`src/design/trig_seq_pkg.sv`:
```
/*
 * Constants, register map and types of the acquisition/frame trigger
 * sequencer. Assumes a single 250 MHz clock and a 32-bit Avalon-MM bus.
 */
package trig_seq_pkg;
   localparam int CLK_MHZ = 250;
   localparam int ADDR_W = 5;
   localparam int DATA_W = 32;
   localparam int NUM_LINES = 4;
   localparam int SEL_W = 2;
   localparam int CNT_W = 16;

   // word index, byte address is four times this
   localparam logic [2:0] REG_CTRL = 3'h0;
   localparam logic [2:0] REG_CMD = 3'h1;
   localparam logic [2:0] REG_BURST = 3'h2;
   localparam logic [2:0] REG_RATE = 3'h3;
   localparam logic [2:0] REG_MINP = 3'h4;
   localparam logic [2:0] REG_STAT = 3'h5;
   localparam int IDX_LSB = 2;

   localparam int CMD_SW_ACQ = 0;
   localparam int STAT_IGN = 2;
   localparam int STAT_CNT_LSB = 16;
   localparam int CTRL_W = 12;

   typedef struct packed {
      logic [SEL_W-1:0] frm_sel;
      logic [SEL_W-1:0] acq_sel;
      logic frm_fall;
      logic acq_fall;
      logic acq_sw;
      logic rate_en;
      logic legacy;
      logic frm_on;
      logic acq_on;
      logic cont;
   } ctrl_t;

   typedef enum logic [1:0] {
      ST_IDLE = 2'b00,
      ST_WAIT_ACQ = 2'b01,
      ST_WAIT_FRM = 2'b10,
      ST_FRAME = 2'b11
   } state_t;

   localparam logic [CTRL_W-1:0] CTRL_RST = 12'h001;
   localparam logic [CNT_W-1:0] BURST_RST = 16'h0001;
   localparam logic [DATA_W-1:0] RATE_RST = 32'h0000_0100;
   localparam logic [DATA_W-1:0] MINP_RST = 32'h0000_0010;
   localparam logic [DATA_W-1:0] ONE = 32'h0000_0001;
endpackage

```
`src/design/trig_seq.sv`:
```
/*
 * Acquisition/frame trigger sequencer with Avalon-MM register slave.
 * Assumes input lines are asynchronous and the bus master follows
 * Avalon waitrequest signalling on the same clock.
 */
// The address map and the Avalon-MM register port were chosen for this implementation.
// Summary of operation
// - acquisition edge on selected line moves wait-acquisition to wait-frame.
// - acquisition edge polarity selectable, rising edge supported.
// - burst count reached returns to wait-acquisition.
// - frame triggering off means frames start internally.
// - internal frame starts paced by rate period when rate enabled.
// - rate disabled means frames at minimum frame period.
// - software command acts as acquisition start trigger.
// - frame triggers honoured only in wait-frame state.
// - frame triggers while waiting for acquisition are dropped.
// - external burst ends after programmed frame triggers accepted.
// - bursts run only under continuous policy; modes pick sources.
// - both levels off under continuous acquires constantly.
// - legacy control drops acquisition level, per-frame trigger remains.
`timescale 1ns/1ps
module trig_seq
   import trig_seq_pkg::*;
(
   input wire logic clk,
   input wire logic rstn,
   input wire logic [ADDR_W-1:0] address,
   input wire logic read,
   input wire logic write,
   input wire logic [DATA_W-1:0] writedata,
   output logic [DATA_W-1:0] readdata,
   output logic waitrequest,
   input wire logic [NUM_LINES-1:0] line_in,
   output logic frame_start,
   output logic frame_active,
   output logic wait_acq,
   output logic wait_frm
);
   // line synchronisers and edge detection
   logic [NUM_LINES-1:0] s1_q, s2_q, s3_q, lvl_q, lvl_d;
   logic [NUM_LINES-1:0] rise, fall;

   genvar gi;
   generate
      for (gi = 0; gi < NUM_LINES; gi++) begin : g_line
         always_comb begin
            lvl_d[gi] = lvl_q[gi];
            if (s2_q[gi] == s3_q[gi]) begin
               lvl_d[gi] = s3_q[gi];
            end
            rise[gi] = lvl_d[gi] & ~lvl_q[gi];
            fall[gi] = ~lvl_d[gi] & lvl_q[gi];
         end
      end
   endgenerate

   always_ff @(posedge clk) begin
      if (!rstn) begin
         s1_q <= '0;
         s2_q <= '0;
         s3_q <= '0;
         lvl_q <= '0;
      end else begin
         s1_q <= line_in;
         s2_q <= s1_q;
         s3_q <= s2_q;
         lvl_q <= lvl_d;
      end
   end

   // registers and bus slave
   ctrl_t ctrl_q, ctrl_d;
   logic [CNT_W-1:0] burst_q, burst_d;
   logic [DATA_W-1:0] rate_q, rate_d, minp_q, minp_d, rdata_q, rdata_d;
   logic wr_q, wr_d, ign_q, ign_d, sw_acq;
   logic [2:0] idx;
   logic take, grant;
   state_t state_q, state_d;
   logic [CNT_W-1:0] frames_q, frames_d;
   logic [DATA_W-1:0] pace_q, pace_d, dwell_q, dwell_d;
   logic fs_q, fs_d, ign_ev;

   assign idx = address[IDX_LSB+2:IDX_LSB];
   assign grant = (read | write) & wr_q;
   assign take = (read | write) & ~wr_q;

   always_comb begin
      ctrl_d = ctrl_q;
      burst_d = burst_q;
      rate_d = rate_q;
      minp_d = minp_q;
      wr_d = 1'b1;
      rdata_d = rdata_q;
      sw_acq = 1'b0;
      ign_d = ign_q;
      if (grant) begin
         wr_d = 1'b0;
      end
      // read data only moves on a read
      if (grant && read) begin
         rdata_d = '0;
         case (idx)
            REG_CTRL: rdata_d[CTRL_W-1:0] = ctrl_q;
            REG_BURST: rdata_d[CNT_W-1:0] = burst_q;
            REG_RATE: rdata_d = rate_q;
            REG_MINP: rdata_d = minp_q;
            REG_STAT: begin
               rdata_d[1:0] = state_q;
               rdata_d[STAT_IGN] = ign_q;
               rdata_d[STAT_CNT_LSB +: CNT_W] = frames_q;
            end
            default: rdata_d = '0;
         endcase
      end
      if (take && write) begin
         case (idx)
            REG_CTRL: ctrl_d = writedata[CTRL_W-1:0];
            REG_CMD: sw_acq = writedata[CMD_SW_ACQ];
            REG_BURST: burst_d = writedata[CNT_W-1:0];
            REG_RATE: rate_d = writedata;
            REG_MINP: minp_d = writedata;
            REG_STAT: begin
               if (writedata[STAT_IGN]) begin
                  ign_d = 1'b0;
               end
            end
            default: ;
         endcase
      end
      // dropped trigger flag, set wins over clear
      if (ign_ev) begin
         ign_d = 1'b1;
      end
   end

   always_ff @(posedge clk) begin
      if (!rstn) begin
         ctrl_q <= CTRL_RST;
         burst_q <= BURST_RST;
         rate_q <= RATE_RST;
         minp_q <= MINP_RST;
         wr_q <= 1'b1;
         rdata_q <= '0;
         ign_q <= 1'b0;
      end else begin
         ctrl_q <= ctrl_d;
         burst_q <= burst_d;
         rate_q <= rate_d;
         minp_q <= minp_d;
         wr_q <= wr_d;
         rdata_q <= rdata_d;
         ign_q <= ign_d;
      end
   end

   // trigger sequencer
   logic acq_eff, acq_edge, acq_trig, frm_edge, frm_trig, burst_done;

   assign acq_eff = ctrl_q.acq_on & ~ctrl_q.legacy;
   assign acq_edge = ctrl_q.acq_fall ? fall[ctrl_q.acq_sel] : rise[ctrl_q.acq_sel];
   assign frm_edge = ctrl_q.frm_fall ? fall[ctrl_q.frm_sel] : rise[ctrl_q.frm_sel];
   assign acq_trig = ~acq_eff | (ctrl_q.acq_sw ? sw_acq : acq_edge);
   // rate off runs at minimum period
   assign frm_trig = ctrl_q.frm_on ? frm_edge
                   : (~ctrl_q.rate_en | (pace_q >= rate_q));
   assign burst_done = frames_q >= burst_q;
   // external frame edge outside the wait-frame state
   assign ign_ev = ctrl_q.frm_on & frm_edge & (state_q != ST_WAIT_FRM);

   always_comb begin
      state_d = state_q;
      frames_d = frames_q;
      fs_d = 1'b0;
      dwell_d = dwell_q;
      pace_d = (pace_q == '1) ? pace_q : pace_q + ONE;
      case (state_q)
         ST_IDLE: begin
            if (ctrl_q.cont) begin
               state_d = ST_WAIT_ACQ;
            end
         end
         ST_WAIT_ACQ: begin
            if (acq_trig) begin
               state_d = ST_WAIT_FRM;
               frames_d = '0;
            end
         end
         ST_WAIT_FRM: begin
            if (frm_trig) begin
               state_d = ST_FRAME;
               fs_d = 1'b1;
               frames_d = frames_q + 16'h0001;
               pace_d = ONE;
               dwell_d = (minp_q == '0) ? ONE : minp_q;
            end
         end
         ST_FRAME: begin
            dwell_d = dwell_q - ONE;
            if (dwell_q <= ONE) begin
               state_d = burst_done ? ST_WAIT_ACQ : ST_WAIT_FRM;
            end
         end
         default: state_d = ST_IDLE;
      endcase
      if (!ctrl_q.cont && state_q != ST_FRAME) begin
         state_d = ST_IDLE;
      end
   end

   always_ff @(posedge clk) begin
      if (!rstn) begin
         state_q <= ST_IDLE;
         frames_q <= '0;
         pace_q <= '0;
         dwell_q <= '0;
         fs_q <= 1'b0;
      end else begin
         state_q <= state_d;
         frames_q <= frames_d;
         pace_q <= pace_d;
         dwell_q <= dwell_d;
         fs_q <= fs_d;
      end
   end

   logic wacq_q, wfrm_q, fact_q;
   always_ff @(posedge clk) begin
      if (!rstn) begin
         wacq_q <= 1'b0;
         wfrm_q <= 1'b0;
         fact_q <= 1'b0;
      end else begin
         wacq_q <= state_d == ST_WAIT_ACQ;
         wfrm_q <= state_d == ST_WAIT_FRM;
         fact_q <= state_d == ST_FRAME;
      end
   end

   assign readdata = rdata_q;
   assign waitrequest = wr_q;
   assign frame_start = fs_q;
   assign frame_active = fact_q;
   assign wait_acq = wacq_q;
   assign wait_frm = wfrm_q;

   AST_ACQ_LINE: assert property (@(posedge clk) disable iff (!rstn)
      state_q == ST_WAIT_ACQ && ctrl_q.cont && acq_eff && !ctrl_q.acq_sw && acq_edge
      |=> state_q == ST_WAIT_FRM && wait_frm)
      else $error("line acquisition edge did not open a burst");
   AST_ACQ_POL: assert property (@(posedge clk) disable iff (!rstn)
      state_q == ST_WAIT_ACQ && ctrl_q.cont && acq_eff && !ctrl_q.acq_sw && !acq_edge
      |=> state_q == ST_WAIT_ACQ)
      else $error("burst opened without selected edge");
   AST_BURST_END: assert property (@(posedge clk) disable iff (!rstn)
      state_q == ST_FRAME && dwell_q <= ONE && burst_done |=> state_q == ST_WAIT_ACQ)
      else $error("burst did not end at programmed count");
   AST_FREE_RUN: assert property (@(posedge clk) disable iff (!rstn)
      state_q == ST_WAIT_FRM && ctrl_q.cont && !ctrl_q.frm_on && !ctrl_q.rate_en
      |=> frame_start && frame_active)
      else $error("internal frame start missing");
   AST_PACE: assert property (@(posedge clk) disable iff (!rstn)
      frame_start && !$past(ctrl_q.frm_on) && $past(ctrl_q.rate_en)
      |-> $past(pace_q) >= $past(rate_q))
      else $error("internal frame start faster than rate period");
   AST_SW_ACQ: assert property (@(posedge clk) disable iff (!rstn)
      state_q == ST_WAIT_ACQ && ctrl_q.cont && acq_eff && ctrl_q.acq_sw && sw_acq
      |=> state_q == ST_WAIT_FRM)
      else $error("software command did not open a burst");
   AST_ONLY_WAIT: assert property (@(posedge clk) disable iff (!rstn)
      frame_start |-> $past(state_q) == ST_WAIT_FRM)
      else $error("frame started outside wait-frame state");
   AST_IGNORE: assert property (@(posedge clk) disable iff (!rstn)
      state_q == ST_WAIT_ACQ && ctrl_q.frm_on && frm_edge |=> !frame_start && ign_q)
      else $error("frame trigger not dropped while waiting for acquisition");
   AST_POLICY: assert property (@(posedge clk) disable iff (!rstn)
      !ctrl_q.cont && state_q != ST_FRAME |=> state_q == ST_IDLE)
      else $error("sequencer active without continuous policy");
   AST_LEGACY: assert property (@(posedge clk) disable iff (!rstn)
      ctrl_q.legacy && ctrl_q.cont && state_q == ST_WAIT_ACQ |=> state_q == ST_WAIT_FRM)
      else $error("legacy mode waited for acquisition trigger");
   AST_CNT_CLR: assert property (@(posedge clk) disable iff (!rstn)
      state_q == ST_WAIT_ACQ && state_d == ST_WAIT_FRM |=> frames_q == '0)
      else $error("frame counter not cleared at burst start");
   AST_EXT_END: assert property (@(posedge clk) disable iff (!rstn)
      state_q == ST_FRAME && ctrl_q.frm_on && dwell_q <= ONE && frames_q >= burst_q
      |=> wait_acq)
      else $error("external burst did not end at programmed count");
   AST_FREE_ACQ: assert property (@(posedge clk) disable iff (!rstn)
      state_q == ST_WAIT_ACQ && ctrl_q.cont && !ctrl_q.acq_on |=> state_q == ST_WAIT_FRM)
      else $error("acquisition start not generated internally");
   AST_BUS_ACK: assert property (@(posedge clk) disable iff (!rstn)
      (read || write) && waitrequest |=> !waitrequest ##1 waitrequest)
      else $error("bus answer not given in one cycle");
endmodule

```
`config.mk`:
```
export PLATFORM = sky130hd
export DESIGN_NAME = trig_seq
export DESIGN_NICKNAME = d
export VERILOG_FILES = /design/src/design/trig_seq_pkg.sv /design/src/design/trig_seq.sv
export SDC_FILE = /design/constraint.sdc
export NUM_CORES = 1
export LEC_CHECK = 0
export ABC_AREA = 1
export BUFFER_PORTS_ARGS = -buffer_cell sky130_fd_sc_hd__buf_2
export CAP_MARGIN = 15
export CORE_ASPECT_RATIO = 1.75
export CORE_UTILIZATION = 40
export DETAILED_ROUTE_END_ITERATION = 10
export GPL_ROUTABILITY_DRIVEN = 0
export HOLD_SLACK_MARGIN = 0.1
export PLACE_DENSITY_LB_ADDON = 0.08
export REMOVE_ABC_BUFFERS = 1
export SYNTH_ARGS = -nofsm -noshare
export SYNTH_HDL_FRONTEND = slang
export SYNTH_SLANG_ARGS = --single-unit
```
`constraint.sdc`:
```
create_clock -name clk -period 2.47 [get_ports clk]
set_clock_uncertainty 0.2 [all_clocks]
set_input_delay 0.741 -clock clk [delete_from_list [all_inputs] [get_ports clk]]
set_output_delay 0.741 -clock clk [all_outputs]
set_load 0.02 [all_outputs]
```
* Yosys cells after proc, flatten, opt, wreduce, memory -nomap -nowiden *
Cells that the tools add are included.

storage, ports and cells
  flip-flop bits (word level) = 228
  output and inout port bits = 37

operators by class
  $add $sub $neg = 3
  magnitude comparators = 5
  eq/ne operators = 20
  mux-type cells = 44
  bitwise gates (word level) = 28
  reduce and logical (&&, ||, !) cells = 20

operator list
  kind                     count
  $mux W32                 5
  $pmux W32 S2             1
  $pmux W16 S3             1
  $pmux W9 S4              1
  $add A32 B1 Y32 const B  1
  $eq A32 B32 Y1 const B   1
  $ge A32 B32 Y1           1
  $le A32 B1 Y1 const B    1
  $logic_not A32 Y1        1
  $mux W16                 2
  $pmux W16 S2             1
  $sub A32 B1 Y32 const B  1
  $mux W1                  20
  $add A16 B1 Y16 const B  1
  $ge A16 B16 Y1           1
  $pmux W3 S5              1
  $and A1 B1 Y1            13
  $mux W2                  6
  $not A1 Y1               12
  $pmux W4 S3              1
  $reduce_and A2 Y1        6
  $reduce_bool A2 Y1       5
  $bmux W1 S2              4
  $eq A2 B2 Y1 const B     4
  other kinds (14)         29

* Logic depth before layout (Yosys ltp) *
  word-level depth = 13
  depth in mapped cells = 20
  gate-level depth less buffers = 19

* Worst setup path before layout *
No wires, ideal clock.

  kind = input to register
  from = in address[3]
  to = reg minp_q[10]
  setup time = 0.128 ns
  arrival time = 1.737 ns
  data required time = 2.142 ns
  setup slack = 0.404 ns
  stages on the path = 9
  buffers on the path = 1
  cells stage by stage = nor2_1 > inv_1 > nor2_1 > inv_1 > nor2_1 > inv_1 > clkbuf_1 > o21ai_0 > a21oi_1

between the ends
  longest elaborated chain between the ends = 2

ends and longest elaborated chain
  element                      line             RTL
  start: declaration           trig_seq.sv:27   input wire logic [ADDR_W-1:0] address,
  $eq A3 B3 Y1                 trig_seq.sv:116  case (idx)
  $reduce_and A2 Y1 (no line)  --
  end signal: assignment       trig_seq.sv:149  minp_q <= minp_d;
  end: declaration             trig_seq.sv:74   logic [DATA_W-1:0] rate_q, rate_d, minp_q, minp_d, rdata_q, rdata_d;

Every way passes these cells.
A chain may end at the register's enable or synchronous reset.

* Worst setup path in the final report *
  from = reg rate_q[21]
  to = reg dwell_q[2]

between the ends
  longest elaborated chain between the ends = 5

ends and longest elaborated chain
  element                      line             RTL
  start: declaration           trig_seq.sv:74
  start signal: assignment     trig_seq.sv:148  rate_q <= rate_d;
  $ge A32 B32 Y1               trig_seq.sv:165  : (~ctrl_q.rate_en | (pace_q >= rate_q));
  $or A1 B1 Y1                 trig_seq.sv:165
  $mux W1                      trig_seq.sv:164  assign frm_trig = ctrl_q.frm_on ? frm_edge
  $ne A2 B2 Y1 (no line)       --
  $reduce_and A2 Y1 (no line)  --
  end signal: assignment       trig_seq.sv:221  dwell_q <= dwell_d;
  end: declaration             trig_seq.sv:80   logic [DATA_W-1:0] pace_q, pace_d, dwell_q, dwell_d;

Every way passes these cells.

==> impl_metrics.json <==
{
  "tightest_slew_ns": 0.709,
  "slowest_delay_ns": 0.32,
  "synth_area_um2": 11900,
  "fillCellCount": 3024,
  "slew_violations": 0,
  "async_flop_share": 0,
  "dieArea_um2": 30500,
  "path_cells": "inv_2 > ha_4 > nand2_4 > nor2_4 > nand4_1 > nor2_4 > nand2_2 > nand3_4 > nand3_4 > buf_6 > clkbuf_16 > o211ai_1 > nor2_1",
  "regToRegEndpoint": "dwell_q[2]",
  "track_usage": 0.257,
  "hold_ws_ns": 0.196,
  "grt_pass1_vias": 11500,
  "critical_path_required_ns": 2.68,
  "num_rows": 83,
  "peakVddDrop_v": 0.000566,
  "drive_gt1_frac": 0.212,
  "dp_hpwl_um": 30100,
  "min_period_ns": 2.46,
  "cts_htree_levels": 1,
  "synthDistinctLibCells": 47,
  "cts.sinks": 228,
  "syn_inst": 1712,
  "wl_per_cell_um": 17.6,
  "final_common_cell": "nand2_1",
  "maxCapViolCount": 0,
  "antenna_found_initial": 0,
  "die_h_um": 230,
  "status": "complete, no violations",
  "vias_per_cell": 5.28,
  "register_area_um2": 4590,
  "tritoncts": "done",
  "startpoint": "rate_q[21]",
  "dp_cells": 2207,
  "wl_um": 39900,
  "fp.dieW_um": 132,
  "cts_buffer_depth": 3,
  "overflow": 0,
  "drc": 0,
  "critical_path_class": "reg -> reg",
  "placeableCoreArea_um2": 29300,
  "num_antenna_cells": 0,
  "yosysWarnings": 0,
  "cp-start-kind": "flip-flop",
  "hold_path_class": "in -> reg",
  "p_leak_nw": 6.09,
  "slew_headroom": 0.524,
  "grt_pass1_wl_um": 60900,
  "end_kind": "flip-flop",
  "r2r_slack_ns": 0.01,
  "multi_input_area_um2": 6770,
  "hold_depth": 3,
  "synth_edf_count": 0,
  "firstDrtPassIters": 5,
  "synth_area_per_cell_um2": 6.95,
  "worstPathArrival_ns": 2.67,
  "reg2reg_from": "rate_q[21]",
  "grt_max_degree": 49,
  "area_growth_pct": 26.6,
  "drtIter0Drc": 727,
  "ys_seq_elements": 228,
  "pin_count": 82,
  "ys.flop_type": "dfxtp_1",
  "slowest_stage": "dfxtp_2",
  "fin_setup_tns_ns": 0,
  "fin_nets": 1962,
  "cts_root_buf": "clkbuf_16",
  "max_freq_ghz": 0.407,
  "numCtsBuffers": 25,
  "place_area_um2": 13400,
  "critPathMaxFanout": 8,
  "cp_top_family": "simple AND/OR/NAND/NOR gates",
  "path_buf_inv": 3,
  "design_area_um2": 15100,
  "ys_seq_area_frac": 0.384,
  "finalCritPeriodShare": 0.994,
  "final_cells": 2263,
  "hold_end": "s1_q[1]",
  "r2r.worst_path.cells": 13,
  "setup_viol": 0,
  "hold_violations": 0,
  "power.density_nw_per_um2": 659,
  "initial_core_util": 0.406,
  "via_count": 11900,
  "antenna_left": 0,
  "clk_pin_slew_worst_paths_ns": 0.06,
  "rsz0062_at_grt": "true",
  "layout_common_cells": "253 x nand2_1, 213 x dfxtp_1, 203 x inv_1, 187 x a21oi_1, 178 x nor2_1",
  "clk_latency_ns": 0.53,
  "hold_path_startpoint": "line_in[1]",
  "port_buffers": 79
}
[final cells by class]
type / count / share of cell area
multi-input cells: 1188 / 0.449
inverters: 224 / 0.0562
flip-flops and latches: 228 / 0.304
well taps: 382 / 0.0317
clock buffers: 33 / 0.0448
clock inverters: 10 / 0.0118
repair buffers: 198 / 0.102
[Yosys cell counts, types with 5 or more instances]
library cell / count / share of area
buf_2: 7 / 0.0029
nand2_1: 277 / 0.087
nand4_1: 20 / 0.011
nor2_2: 7 / 0.0037
nand2_2: 5 / 0.0026
a21oi_1: 208 / 0.087
a211oi_1: 7 / 0.0044
nor4_1: 14 / 0.0074
dfxtp_1: 228 / 0.38
a31oi_1: 6 / 0.0032
o22ai_1: 43 / 0.023
inv_1: 221 / 0.070
xnor2_1: 11 / 0.0081
nor3_1: 24 / 0.010
nand3_1: 87 / 0.037
xor2_1: 19 / 0.014
clkbuf_1: 57 / 0.018
o211ai_1: 9 / 0.0057
ha_1: 52 / 0.055
nor2_1: 190 / 0.060
o21bai_1: 5 / 0.0032
or2_2: 8 / 0.0042
o21ai_0: 166 / 0.070
[flip-flops by register name (all words and copies together), names as in the netlist, 2 cells and up]
register	cells
dwell_q	32
minp_q	32
pace_q	32
rate_q	32
readdata	32
burst_q	16
frames_q	16
ctrl_q	12
lvl_q	4
s1_q	4
s2_q	4
s3_q	4
state_q	2
[stage by stage]
| step | setup slack, ns | total power, mW | utilization |
|---|---|---|---|
| after floorplan | -0.395 | 5.08 | - |
| after global placement | -0.122 | 5.74 | 0.458 |
| after detailed placement | -0.179 | 5.75 | 0.458 |
| after CTS | -0.00255 | 9.77 | 0.488 |
| after global routing | -0.106 | 10.4 | 0.514 |
| final | 0.0138 | 9.93 | 0.514 |
[worst reg2reg max path, stage by stage, from the launching register on]
cell and delay, ns:
dfxtp_2 0.32, inv_2 0.05, ha_4 0.28, nand2_4 0.05, nor2_4 0.12, nand4_1 0.15
nor2_4 0.20, nand2_2 0.08, nand3_4 0.10, nand3_4 0.22, buf_6 0.23, clkbuf_16 0.14
o211ai_1 0.15, nor2_1 0.06
[worst max path at each step]
| stage | end | slack (ns) | cells after the start |
|---|---|---|---|
| 6_report | dwell_q[2] | 0.01 | 13 |
| 5_1_grt | dwell_q[18] | -0.11 | 14 |
| 4_1_cts | dwell_q[18] | -0.003 | 13 |
| 3_5_place_dp | dwell_q[18] | -0.18 | 14 |
| 3_3_place_gp | dwell_q[21] | -0.12 | 13 |
| 2_1_floorplan | minp_q[10] | -0.40 | 8 |
[kinds of logic after synthesis]
| group | count (synthesis) | share of synthesized area |
|---|---|---|
| and+or+nand+nor | 650 | 0.239 |
| AOI/OAI and AO/OA | 456 | 0.204 |
| buffers and inverters | 296 | 0.0960 |
| DFF | 228 | 0.384 |
| adders and majority gates | 52 | 0.0547 |
| xor gates and xnor gates | 30 | 0.0221 |
[report_power, final]
group	switching [mW]	internal, mW	leakage [nW]	total (mW)
Combinational	1.27	0.751	3.82	2.02
Sequential	0.112	3.80	1.85	3.91
Clock	1.56	2.43	0.416	3.99
[metal layers]
metal  vias to the layer above  GRT usage  wire length (µm)
li1                       6004          -                 -
met1                      5588      0.270             14900
met2                       247      0.497             21300
met3                       108     0.0267              1500
met4                         0      0.132              2170
met5                         -          0                 0
[repair_timing]
action,CTS,global route
cloned,0,3
hold buffers,0,0
pin swaps,0,45
setup buffers,1,9
endpoints found under the setup margin,60,79
resized for setup,7,161
Power figures use the tool's default switching activity.
